<file path="src/hdl/csrp_pkg.sv">
// Constants and types shared by the charger serial register port
`default_nettype none
package csrp_pkg;
   // ---------------------------------------------------------------
   // Bus addressing
   // ---------------------------------------------------------------
   localparam logic [6:0] CSRP_SLAVE_ADDR = 7'h6b;
   localparam logic [7:0] CSRP_NUM_REGS = 8'h0a;
   localparam logic [7:0] CSRP_FIRST_CONFIG = 8'h00;
   localparam logic [7:0] CSRP_CHARGE_STATUS = 8'h08;
   localparam logic [7:0] CSRP_FAULT_LATCH = 8'h09;
   localparam logic [3:0] CSRP_BITS_PER_BYTE = 4'h8;
   // ---------------------------------------------------------------
   // Field layout of the fault latch register
   // ---------------------------------------------------------------
   localparam int CSRP_THERM_LSB = 0;
   localparam int CSRP_THERM_W = 3;
   localparam int CSRP_LATCH_LSB = 3;
   localparam int CSRP_LATCH_W = 5;
   // ---------------------------------------------------------------
   // Reset values
   // ---------------------------------------------------------------
   localparam logic [63:0] CSRP_CONFIG_RST = 64'h0000_0000_0000_0000;
   localparam logic [7:0] CSRP_PTR_RST = 8'h00;
   localparam logic CSRP_LINE_IDLE = 1'b1;
   // ---------------------------------------------------------------
   // Timing
   // ---------------------------------------------------------------
   localparam int CSRP_CLK_PERIOD_NS = 50;
   localparam int CSRP_FAST_BIT_NS = 2500;
   localparam int CSRP_FAST_BIT_CYCLES = CSRP_FAST_BIT_NS / CSRP_CLK_PERIOD_NS;
   localparam int CSRP_SYNC_STAGES = 3;
   // ---------------------------------------------------------------
   // Bus state machine
   // ---------------------------------------------------------------
   typedef enum logic [2:0] {
      ST_IDLE, ST_DEV, ST_REG, ST_WR, ST_ACK, ST_RD, ST_MACK, ST_IGNORE
   } csrp_state_t;
endpackage
`default_nettype wire

</file>
<file path="src/hdl/csrp_pin_sync.sv">
// Three-stage pin synchroniser with an agreement filter
`timescale 1ns/1ps
`default_nettype none
module csrp_pin_sync (
   input wire logic clk_sys_in,
   input wire logic arst_n_in,
   input wire logic ce_in,
   input wire logic pin_in,
   output logic level_out
);
   import csrp_pkg::*;
   logic [CSRP_SYNC_STAGES-1:0] stage_q;

   // Chain of flops; first stage feeds only the second
   always_ff @(posedge clk_sys_in or negedge arst_n_in) begin
      if (!arst_n_in) begin
         stage_q <= {CSRP_SYNC_STAGES{CSRP_LINE_IDLE}};
      end else if (ce_in) begin
         stage_q <= {stage_q[CSRP_SYNC_STAGES-2:0], pin_in};
      end
   end

   // Level follows only when second and third stages agree
   always_ff @(posedge clk_sys_in or negedge arst_n_in) begin
      if (!arst_n_in) begin
         level_out <= CSRP_LINE_IDLE;
      end else if (ce_in && (stage_q[1] == stage_q[2])) begin
         level_out <= stage_q[2];
      end
   end
endmodule // csrp_pin_sync
`default_nettype wire

</file>
<file path="src/hdl/csrp_port.sv">
// Two-wire serial slave port for the charger register set
`timescale 1ns/1ps
`default_nettype none
// Overview of operation
// - Slave acknowledges every accepted byte on the ninth clock pulse.
// - Transmitter releases data during acknowledge; acknowledger holds it low.
// - Data high on the ninth pulse means not-acknowledge.
// - First byte after START holds 7-bit address plus direction bit.
// - Direction zero is write, direction one is read.
// - Undefined register address gets not-acknowledge and machine returns idle.
// - Burst reads and writes work over the first through ninth registers.
// - Fault latch holds a fault until a host read clears it.
// - Read right after a clearing read returns the live fault condition.
// - Fault latch register takes no part in bursts.
// - Respond only to address 6b, at standard and fast speeds.
// - Low three thermistor fault bits never latch, always live.
// - After a fault interrupt, new non-thermistor faults stay silent until read.
module csrp_port (
   input wire logic clk_sys_in,
   input wire logic arst_n_in,
   input wire logic ce_in,
   input wire logic scl_in,
   output logic scl_out,
   output logic scl_oe_out,
   input wire logic sda_in,
   output logic sda_out,
   output logic sda_oe_out,
   input wire logic [7:0] charge_status_in,
   input wire logic [7:0] fault_in,
   output logic [63:0] config_out,
   output logic fault_int_out
);
   import csrp_pkg::*;

   // ---------------------------------------------------------------
   // Helpers
   // ---------------------------------------------------------------
   function automatic logic is_general(input logic [7:0] p);
      is_general = (p <= CSRP_CHARGE_STATUS);
   endfunction

   function automatic logic [7:0] rd_byte(input logic [7:0] p, input logic [63:0] cfg,
                                          input logic [7:0] stat, input logic [7:0] flt);
      if (p < CSRP_CHARGE_STATUS) begin
         rd_byte = cfg[{p[2:0], 3'b000} +: 8];
      end else if (p == CSRP_CHARGE_STATUS) begin
         rd_byte = stat;
      end else if (p == CSRP_FAULT_LATCH) begin
         rd_byte = flt;
      end else begin
         rd_byte = 8'h00;
      end
   endfunction

   // ---------------------------------------------------------------
   // Pin sampling and bus events
   // ---------------------------------------------------------------
   logic scl_f, sda_f, scl_p_q, sda_p_q;
   logic scl_rise, scl_fall, start_ev, stop_ev;
   csrp_state_t st_q, nxt_q;
   logic [3:0] bit_q;
   logic [7:0] shift_q, ptr_q, ld_ptr, ld_data, fault_view;
   logic rw_q, first_q, mnack_q, sda_oe_q, int_q, pend_q;
   logic [CSRP_LATCH_W-1:0] latch_q;
   logic [CSRP_THERM_W-1:0] therm_p_q;
   logic [63:0] cfg_q;
   logic byte_end, ack_ok, reg_take, wr_take, rd_adv, rd_load, rd_clr, new_f, therm_chg;

   csrp_pin_sync u_scl_sync (
      .clk_sys_in(clk_sys_in),
      .arst_n_in(arst_n_in),
      .ce_in(ce_in),
      .pin_in(scl_in),
      .level_out(scl_f)
   );

   csrp_pin_sync u_sda_sync (
      .clk_sys_in(clk_sys_in),
      .arst_n_in(arst_n_in),
      .ce_in(ce_in),
      .pin_in(sda_in),
      .level_out(sda_f)
   );

   // Previous filtered levels for edge finding
   always_ff @(posedge clk_sys_in or negedge arst_n_in) begin
      if (!arst_n_in) begin
         scl_p_q <= CSRP_LINE_IDLE;
         sda_p_q <= CSRP_LINE_IDLE;
      end else if (ce_in) begin
         scl_p_q <= scl_f;
         sda_p_q <= sda_f;
      end
   end

   // Clock edges, START and STOP from data moving while clock is high
   assign scl_rise = ce_in & scl_f & ~scl_p_q;
   assign scl_fall = ce_in & ~scl_f & scl_p_q;
   assign start_ev = ce_in & scl_f & scl_p_q & sda_p_q & ~sda_f;
   assign stop_ev = ce_in & scl_f & scl_p_q & ~sda_p_q & sda_f;

   // ---------------------------------------------------------------
   // Byte decisions
   // ---------------------------------------------------------------
   assign byte_end = scl_fall && (bit_q == CSRP_BITS_PER_BYTE) && !start_ev && !stop_ev;

   // Acknowledge decision per receiving state
   always_comb begin
      ack_ok = 1'b0;
      case (st_q)
         ST_DEV: ack_ok = (shift_q[7:1] == CSRP_SLAVE_ADDR);
         ST_REG: ack_ok = (shift_q < CSRP_NUM_REGS);
         ST_WR: ack_ok = is_general(ptr_q) || ((ptr_q == CSRP_FAULT_LATCH) && first_q);
         default: ack_ok = 1'b0;
      endcase
   end

   assign reg_take = byte_end && (st_q == ST_REG) && ack_ok;
   assign wr_take = byte_end && (st_q == ST_WR) && ack_ok;
   assign rd_adv = scl_fall && (st_q == ST_MACK) && !mnack_q && (ptr_q < CSRP_CHARGE_STATUS) && !start_ev
                   && !stop_ev;
   assign rd_load = (scl_fall && (st_q == ST_ACK) && (nxt_q == ST_RD) && !start_ev && !stop_ev) || rd_adv;
   assign ld_ptr = rd_adv ? 8'(ptr_q + 8'h01) : ptr_q;
   assign fault_view = {latch_q | fault_in[CSRP_LATCH_LSB +: CSRP_LATCH_W], fault_in[CSRP_THERM_LSB +: CSRP_THERM_W]};
   assign ld_data = rd_byte(ld_ptr, cfg_q, charge_status_in, fault_view);
   assign rd_clr = rd_load && (ld_ptr == CSRP_FAULT_LATCH);

   // ---------------------------------------------------------------
   // Bus state machine
   // ---------------------------------------------------------------
   always_ff @(posedge clk_sys_in or negedge arst_n_in) begin
      if (!arst_n_in) begin
         st_q <= ST_IDLE;
         nxt_q <= ST_IDLE;
         bit_q <= 4'h0;
         shift_q <= 8'h00;
         rw_q <= 1'b0;
         mnack_q <= 1'b0;
         sda_oe_q <= 1'b0;
      end else if (ce_in) begin
         if (start_ev) begin
            st_q <= ST_DEV;
            bit_q <= 4'h0;
            sda_oe_q <= 1'b0;
         end else if (stop_ev) begin
            st_q <= ST_IDLE;
            sda_oe_q <= 1'b0;
         end else begin
            case (st_q)
               ST_DEV, ST_REG, ST_WR: begin
                  if (scl_rise && (bit_q != CSRP_BITS_PER_BYTE)) begin
                     shift_q <= {shift_q[6:0], sda_f};
                     bit_q <= 4'(bit_q + 4'h1);
                  end else if (byte_end) begin
                     if (ack_ok) begin
                        st_q <= ST_ACK;
                        sda_oe_q <= 1'b1;
                        if (st_q == ST_DEV) begin
                           rw_q <= shift_q[0];
                           nxt_q <= shift_q[0] ? ST_RD : ST_REG;
                        end else begin
                           nxt_q <= ST_WR;
                        end
                     end else begin
                        st_q <= (st_q == ST_REG) ? ST_IDLE : ST_IGNORE;
                     end
                  end
               end
               ST_ACK: begin
                  if (scl_fall) begin
                     bit_q <= 4'h0;
                     st_q <= nxt_q;
                     shift_q <= rd_load ? ld_data : shift_q;
                     sda_oe_q <= rd_load ? ~ld_data[7] : 1'b0;
                  end
               end
               ST_RD: begin
                  if (scl_fall) begin
                     if (bit_q == 4'h7) begin
                        sda_oe_q <= 1'b0;
                        st_q <= ST_MACK;
                     end else begin
                        shift_q <= {shift_q[6:0], 1'b0};
                        sda_oe_q <= ~shift_q[6];
                        bit_q <= 4'(bit_q + 4'h1);
                     end
                  end
               end
               ST_MACK: begin
                  if (scl_rise) begin
                     mnack_q <= sda_f;
                  end else if (scl_fall) begin
                     bit_q <= 4'h0;
                     st_q <= rd_adv ? ST_RD : ST_IGNORE;
                     shift_q <= rd_adv ? ld_data : shift_q;
                     sda_oe_q <= rd_adv ? ~ld_data[7] : 1'b0;
                  end
               end
               default: ;
            endcase
         end
      end
   end

   // ---------------------------------------------------------------
   // Register pointer and config storage
   // ---------------------------------------------------------------
   always_ff @(posedge clk_sys_in or negedge arst_n_in) begin
      if (!arst_n_in) begin
         ptr_q <= CSRP_PTR_RST;
         first_q <= 1'b0;
      end else if (ce_in) begin
         if (reg_take) begin
            ptr_q <= shift_q;
            first_q <= 1'b1;
         end else if (wr_take || rd_adv) begin
            ptr_q <= 8'(ptr_q + 8'h01);
            first_q <= 1'b0;
         end
      end
   end

   // Writable config bytes; status and fault bytes are read-only
   always_ff @(posedge clk_sys_in or negedge arst_n_in) begin
      if (!arst_n_in) begin
         cfg_q <= CSRP_CONFIG_RST;
      end else if (ce_in && wr_take && (ptr_q < CSRP_CHARGE_STATUS)) begin
         cfg_q[{ptr_q[2:0], 3'b000} +: 8] <= shift_q;
      end
   end

   // ---------------------------------------------------------------
   // Fault latch and fault interrupt
   // ---------------------------------------------------------------
   assign new_f = |(fault_in[CSRP_LATCH_LSB +: CSRP_LATCH_W] & ~latch_q);
   assign therm_chg = (fault_in[CSRP_THERM_LSB +: CSRP_THERM_W] != therm_p_q);

   // Live faults always enter, so a fault in the clearing cycle survives
   always_ff @(posedge clk_sys_in or negedge arst_n_in) begin
      if (!arst_n_in) begin
         latch_q <= '0;
      end else if (ce_in) begin
         if (rd_clr) begin
            latch_q <= fault_in[CSRP_LATCH_LSB +: CSRP_LATCH_W];
         end else begin
            latch_q <= latch_q | fault_in[CSRP_LATCH_LSB +: CSRP_LATCH_W];
         end
      end
   end

   // One-cycle interrupt pulse; pending blocks repeats until fault read
   always_ff @(posedge clk_sys_in or negedge arst_n_in) begin
      if (!arst_n_in) begin
         int_q <= 1'b0;
         pend_q <= 1'b0;
         therm_p_q <= '0;
      end else if (ce_in) begin
         therm_p_q <= fault_in[CSRP_THERM_LSB +: CSRP_THERM_W];
         int_q <= (new_f && (!pend_q || rd_clr)) || therm_chg;
         pend_q <= new_f ? 1'b1 : (rd_clr ? 1'b0 : pend_q);
      end else begin
         int_q <= 1'b0;
      end
   end

   // Clock and data never driven high; clock line never driven at all
   assign scl_out = 1'b0;
   assign scl_oe_out = 1'b0;
   assign sda_out = 1'b0;
   assign sda_oe_out = sda_oe_q;
   assign config_out = cfg_q;
   assign fault_int_out = int_q;
endmodule // csrp_port
`default_nettype wire

</file>
<file path="config.mk">
export PLATFORM = sky130hd
export DESIGN_NAME = csrp_port
export DESIGN_NICKNAME = d
export VERILOG_FILES = /design/src/hdl/csrp_pkg.sv /design/src/hdl/csrp_pin_sync.sv /design/src/hdl/csrp_port.sv
export SDC_FILE = /design/constraint.sdc
export NUM_CORES = 1
export LEC_CHECK = 0
export BUFFER_PORTS_ARGS = -buffer_cell sky130_fd_sc_hd__buf_4
export CORE_MARGIN = 1
export CORE_UTILIZATION = 52
export CTS_CLUSTER_SIZE = 14
export DETAILED_ROUTE_END_ITERATION = 10
export PLACE_DENSITY = 0.86
export SLEW_MARGIN = 40
export SYNTH_ARGS = -nofsm -noshare
export SYNTH_HDL_FRONTEND = slang
export SYNTH_HIERARCHICAL = 1
export SYNTH_SLANG_ARGS = --single-unit
export TNS_END_PERCENT = 30
</file>
<file path="constraint.sdc">
create_clock -name clk_sys_in -period 2.7 [get_ports clk_sys_in]
set_input_delay 0.405 -clock clk_sys_in [delete_from_list [all_inputs] [get_ports clk_sys_in]]
set_output_delay 0.405 -clock clk_sys_in [all_outputs]
set_load 0.01 [all_outputs]
</file>
==> results of run 1 <==
==> final cells by class <==
cell class	instances	area, µm²	area share [%]
multi-input combinational	442	3350	40.9
sequential	113	2840	34.6
clock buffer	18	439	5.35
timing repair buffer	144	1120	13.7
clock inverter	14	155	1.89
inverter	30	113	1.37
tap	147	184	2.24
==> routing by layer <==
| layer | wire (µm) | vias up | track usage (%) |
|---|---|---|---|
| li1 | - | 2520 | - |
| met1 | 8020 | 2767 | 42.2 |
| met2 | 9210 | 342 | 50.8 |
| met3 | 1760 | 51 | 9.27 |
| met4 | 530 | 0 | 12.8 |
| met5 | 0 | - | 0 |
==> through the flow <==
| step | hold WS (ns) | power, W | cells | instance area (µm²) | setup slack (ns) |
|---|---|---|---|---|---|
| 6_report | 0.220 | 0.00513 | 908 | 8210 | 0.0545 |
| 5_1_grt | 0.215 | 0.00531 | 908 | 8210 | -0.0658 |
| 4_1_cts | 0.206 | 0.00513 | 908 | 8160 | 0.0107 |
| 3_5_place_dp | 0.296 | 0.00286 | 875 | 7550 | 0.0183 |
| 3_3_place_gp | 0.294 | 0.00281 | 875 | 7550 | -0.0381 |
| 2_1_floorplan | 0.109 | 0.00248 | 623 | 6420 | -0.0192 |
==> cells by family after synthesis <==
group | after synthesis | share of synthesized area (%)
DFF | 113 | 44.5
other | 1 | 0.0587
muxes | 111 | 19.2
and+or+nand+nor | 200 | 16.7
buffers and inverters | 68 | 4.35
xor gates and xnor gates | 8 | 1.21
AOI/OAI and AO/OA | 112 | 12.5
adders and majority gates | 8 | 1.57
==> state kept, by name, summed over array words and instances, names as in the netlist <==
name	flops
u_sda_sync/level_out	1
sda_oe_out	1
fault_int_out	1
scl_p_q	1
nxt_q	3
therm_p_q	3
shift_q	8
u_scl_sync/stage_q	3
sda_p_q	1
st_q	3
bit_q	4
mnack_q	1
ptr_q	8
pend_q	1
config_out	64
latch_q	5
first_q	1
u_scl_sync/level_out	1
u_sda_sync/stage_q	3
==> power breakdown <==
part	switching [W]	total, W	internal (W)
combinational	0.000478	0.000848	0.000370
clock	0.000866	0.00226	0.00139
sequential	0.000173	0.00202	0.00185
==> cells in the final DEF, fill, tap and decap left out, drive strengths merged, types with 10 or more instances in the layout <==
cell type | synthesis | routed
a21oi | 19 | 19
and3 | 12 | 12
buf | 15 | 143
clkbuf | 23 | 18
dfrtp | 103 | 103
dfstp | 10 | 10
inv | 29 | 34
mux2 | 73 | 73
mux2i | 36 | 36
nand2 | 51 | 51
nand3 | 23 | 23
nor2 | 31 | 31
nor3 | 17 | 17
nor3b | 13 | 13
o21ai | 27 | 27
==> worst max-delay path, cell delays in order (launching register included) <==
cell and delay (ns):
dfrtp_1 0.48, buf_4 0.22, nor2b_1 0.29, nand3_1 0.20
buf_4 0.19, nor3_1 0.22, buf_4 0.17, nand2_1 0.34
mux2_2 0.41
==> worst max path at each step <==
stage                                 to     start  slack [ns]
after CTS                     shift_q[5]  ptr_q[5]        0.01
after global routing      config_out[31]   st_q[1]       -0.07
after detailed placement      sda_oe_out  ptr_q[0]        0.02
after floorplan               shift_q[3]  ptr_q[5]       -0.02
final                     config_out[18]   st_q[1]        0.05
after global placement        sda_oe_out  ptr_q[0]       -0.04
==> what timing repair did <==
action,4_1_cts,5_1_grt
buffers inserted,0,0
resized for setup,2,9
setup endpoints to repair,3,41
pin swaps,0,1
hold buffers,1,0
hold endpoints to repair,17,0
==> out/metrics.csv, run 1 <==
metric,value,unit
status,completed,
Setup CP Type,flop to flop,
PwrDens,624,mW/mm²
maximum VDD drop,0.496,mV
RSZ-0062 raised after global routing,true,
Slew Limit Fails,0,
Clock Skews,0.00823,ns
"Arr. time, crit path",2.95,ns
die height,113,µm
Fmax,378,MHz
dominant synthesized flop cell,dfrtp_1,
die area,0.0127,mm²
hold path start,scl_in,
final setup fails,0,
Port Buffers,86,
number of synthesized flops with an enable pin,0,
share of layout cells above drive strength 1,36.0,%
CP startpoint kind,flop,
worst min path class,input pin to flop,
top post-synthesis cells by area,"dfrtp_1 (40%), mux2_2 (13%), mux2i_1 (5.6%)",
Critical Path Fanout Max,12,
Netlist cell types,64,
clock period minus worst slack,2.65,ns
I/O pins,90,
Initial Util,53.2,%
remaining antenna violation count,0,
Syn. warnings,6,
aggregate global-route resource usage,32.3,%
Yosys reg bits,113,
clock insertion delay at the later pin of the skew report,0.43,ns
drt wl/cell,21.5,µm
largest net degree at the start of global routing,67,
fin crit share,98.0,%
Worst Hold End,u_scl_sync/stage_q[0],
most common cell in the synthesized netlist,dfrtp_1,
DRT Pass-1 Iters,5,
"Reg clk slew, reported paths",0.06,ns
GRT Residual Overflow,0,
Slew headroom,62.1,%
via-per-instance ratio,6.26,
Worst Reg-to-Reg Cells,8,
Leak,4.05,nW
Die Span X,113,µm
clock sinks,113,
reg2reg start,st_q[1],
Slew @ Worst Pin,0.567,ns
final hold viol count,0,
CORE AREA,0.0120,mm²
FF-to-FF End,config_out[18],
Antenna Diode Count,0,
Syn Area/Cell,10.3,µm²
r2r setup slk,0.05,ns
Critical Path RT,3.01,ns
"Area growth, synth to finish",28.5,%
H-tree depth,4,
CTS max path bufs,2,
DR iter-0 viols,607,
Post-Syn Instances,621,
Post-DP HPWL,14000,µm
leading area contributor after synthesis,dfrtp_1,
crit end category,flop,
vias in the first global route,5669,
# nets final,777,
first-pass GRT wire length,31100,µm
top-area cell type share of the netlist area,40.3,%
CTS Buf Count,17,
number of cells on the worst hold path,2,
placer's final routability congestion estimate,0.971,
initial antenna violation count,0,
fin util,68.4,%
Synth top cells by count,"dfrtp_1 (103), mux2_2 (72), nand2_1 (51), mux2i_1 (36), nor2_1 (31)",
fill count,861,
post-synthesis sequential area ratio,44.5,%
max_cap viols,0,
Root Buffer,clkbuf_16,
Vias,5680,
setup TNS,0,ns
residual DRC count,0,
ys async rst share,100,%
FP Rows,40,
CTS tree,built,
final wirelength,19500,µm
"Cell Area, Synth",0.00639,mm²
No activity file was read; power rests on OpenSTA's default activity.
==> run 2, diff against run 1 <==
- CTS_CLUSTER_DIAMETER: not set -> 100
- PLACE_DENSITY: 0.86 -> 0.74
==> out/metrics.csv, run 2 (synthesis results as in run 1) <==
metric,value,unit,change
most frequent CP cell,buf_6,,was buf_4
DRT Pass-1 Iters,6,,was 5
CORE AREA,0.0120,mm²,unchanged
Leak,4.11,nW,was 4.05 nW
worst hold slack,-0.00593,ns,was 0.220 ns
Vias,5695,,was 5680
fin crit share,98.5,%,was 98.0%
remaining antenna violation count,0,,unchanged
Clock Skews,0.00850,ns,was 0.00823 ns
I/O pins,90,,unchanged
Slew headroom,56.2,%,was 62.1%
final wirelength,19500,µm,about the same
Reg area,0.00284,mm²,about the same
crit end category,flop,,unchanged
aggregate global-route resource usage,31.5,%,was 32.3%
max reg flops,64,,unchanged
CTS Buf Count,17,,unchanged
Critical Path RT,3.00,ns,was 3.01 ns
CP Cell Sequence,"buf_6, and4bb_1, nand4_1, xnor2_2, buf_6, buf_4, mux2_2, a222oi_1, nand3_1",,"was buf_4, nor2b_1, nand3_1, buf_4, nor3_1, buf_4, nand2_1, mux2_2"
clock period minus worst slack,2.66,ns,was 2.65 ns
Slew Limit Fails,0,,unchanged
GRT Residual Overflow,0,,unchanged
DR iter-0 viols,544,,was 607
# nets final,786,,was 777
status,"complete, but fails checks",,was completed
drt wl/cell,21.3,µm,was 21.5 µm
CP Depth,9,,was 8
CP bufs+invs,3,,unchanged
CP startpoint kind,flop,,unchanged
clock sinks,113,,unchanged
area used by multi-input combinational logic,0.00338,mm²,was 0.00335 mm²
"Area growth, synth to finish",30.5,%,was 28.5%
maximum VDD drop,0.703,mV,was 0.496 mV
Worst Reg-to-Reg Cells,9,,was 8
final setup fails,0,,unchanged
CTS Hold Bufs,0,,was 1
PnR Total Power,0.00527,W,was 0.00513 W
Setup CP Type,flop to flop,,unchanged
PwrDens,632,mW/mm²,was 624 mW/mm²
CTS tree,built,,unchanged
Initial Util,53.2,%,unchanged
critical path's slowest cell,dfrtp_1,,unchanged
die area,0.0127,mm²,unchanged
via-per-instance ratio,6.21,,was 6.26
failing checks,hold timing,,
final hold viol count,2,,was 0
fill count,889,,was 861
"Reg clk slew, reported paths",0.06,ns,about the same
"commonest non-fill, non-tap cell in the layout",buf_4,,unchanged
most frequent cells in the layout,"buf_4 (145), dfrtp_1 (102), mux2_2 (69), nand2_1 (51), mux2i_1 (35)",,"was buf_4 (139), dfrtp_1 (103), mux2_2 (72), nand2_1 (51), mux2i_1 (35)"
largest net degree at the start of global routing,67,,unchanged
share of layout cells above drive strength 1,37.5,%,was 36.0%
Post-DP HPWL,13600,µm,was 14000 µm
"Arr. time, crit path",2.96,ns,was 2.95 ns
H-tree depth,4,,unchanged
Root Buffer,clkbuf_16,,unchanged
Max stage delay on crit path,0.43,ns,was 0.48 ns
Critical Path Fanout Max,8,,was 12
residual DRC count,0,,unchanged
max_cap viols,0,,unchanged
Port Buffers,86,,unchanged
worst min path class,input pin to asynchronous set/reset pin,,was input pin to flop
initial antenna violation count,0,,unchanged
Antenna Diode Count,0,,unchanged
setup TNS,0,ns,unchanged
first-pass GRT wire length,30100,µm,was 31100 µm
Slew @ Worst Pin,0.657,ns,was 0.567 ns
RSZ-0062 raised after global routing,true,,unchanged
clock insertion delay at the later pin of the skew report,0.43,ns,about the same
CTS max path bufs,2,,unchanged
dpl cell area,0.00749,mm²,was 0.00755 mm²
FP Rows,40,,unchanged
Crit path max-delay family,simple AND/OR/NAND/NOR gates,,unchanged
die height,113,µm,unchanged
Die Span X,113,µm,unchanged
placer's final routability congestion estimate,0.944,,was 0.971
vias in the first global route,5554,,was 5669
Fmax,376,MHz,was 378 MHz
final instance area,0.00834,mm²,was 0.00821 mm²
[run 2: path summary, 6_finish.rpt]
kind	start	endpoint	slack [ns]
max in group asynchronous	arst_n_in	latch_q[4]	1.92
setup reg to reg	st_q[0]	shift_q[5]	0.04
min in group clk_sys_in	scl_in	u_scl_sync/stage_q[0]	0.21
setup / recovery	st_q[0]	shift_q[5]	0.04
hold reg to reg	u_scl_sync/stage_q[2]	u_scl_sync/level_out	0.49
hold / removal	arst_n_in	bit_q[2]	-0.006
[run 2: power by group]
part | internal [W] | switching, W
sequential | 0.00185 | 0.000171
combinational | 0.000396 | 0.000499
clock | 0.00149 | 0.000869
[run 2: timing repair]
item                       4_1_cts  5_1_grt
gates resized for setup          4       20
cloned                           0        0
pin swaps                        4       13
setup buffers                    1       14
setup endpoints to repair        4       50
hold endpoints to repair         0        0
[run 2: metal layers]
| metal | track usage, % | vias up | share of wire (%) |
|---|---|---|---|
| met5 | 0 | - | 0 |
| met1 | 42.3 | 2793 | 42 |
| met2 | 48.7 | 330 | 47 |
| met3 | 8.46 | 41 | 8.9 |
| li1 | - | 2531 | - |
| met4 | 12.2 | 0 | 2.4 |
[run 2: layout make-up]
type,instances,share of cell area [%]
Multi-Input combinational cell,442,40.6
Sequential cell,113,34.1
Timing Repair Buffer,153,14.4
Clock buffer,18,5.27
Tap cell,147,2.21
Clock inverter,14,2.12
Inverter,30,1.35
[run 2: stage by stage]
step	hold WS, ns	setup WS [ns]	std cells	util (%)
2_1_floorplan	0.109	-0.0192	623	-
3_3_place_gp	0.467	-0.0592	870	62.4
3_5_place_dp	0.474	-0.0268	870	62.4
4_1_cts	0.0216	0.00141	903	67.7
5_1_grt	0.0351	-0.115	917	69.4
6_report	-0.00593	0.0409	917	69.4
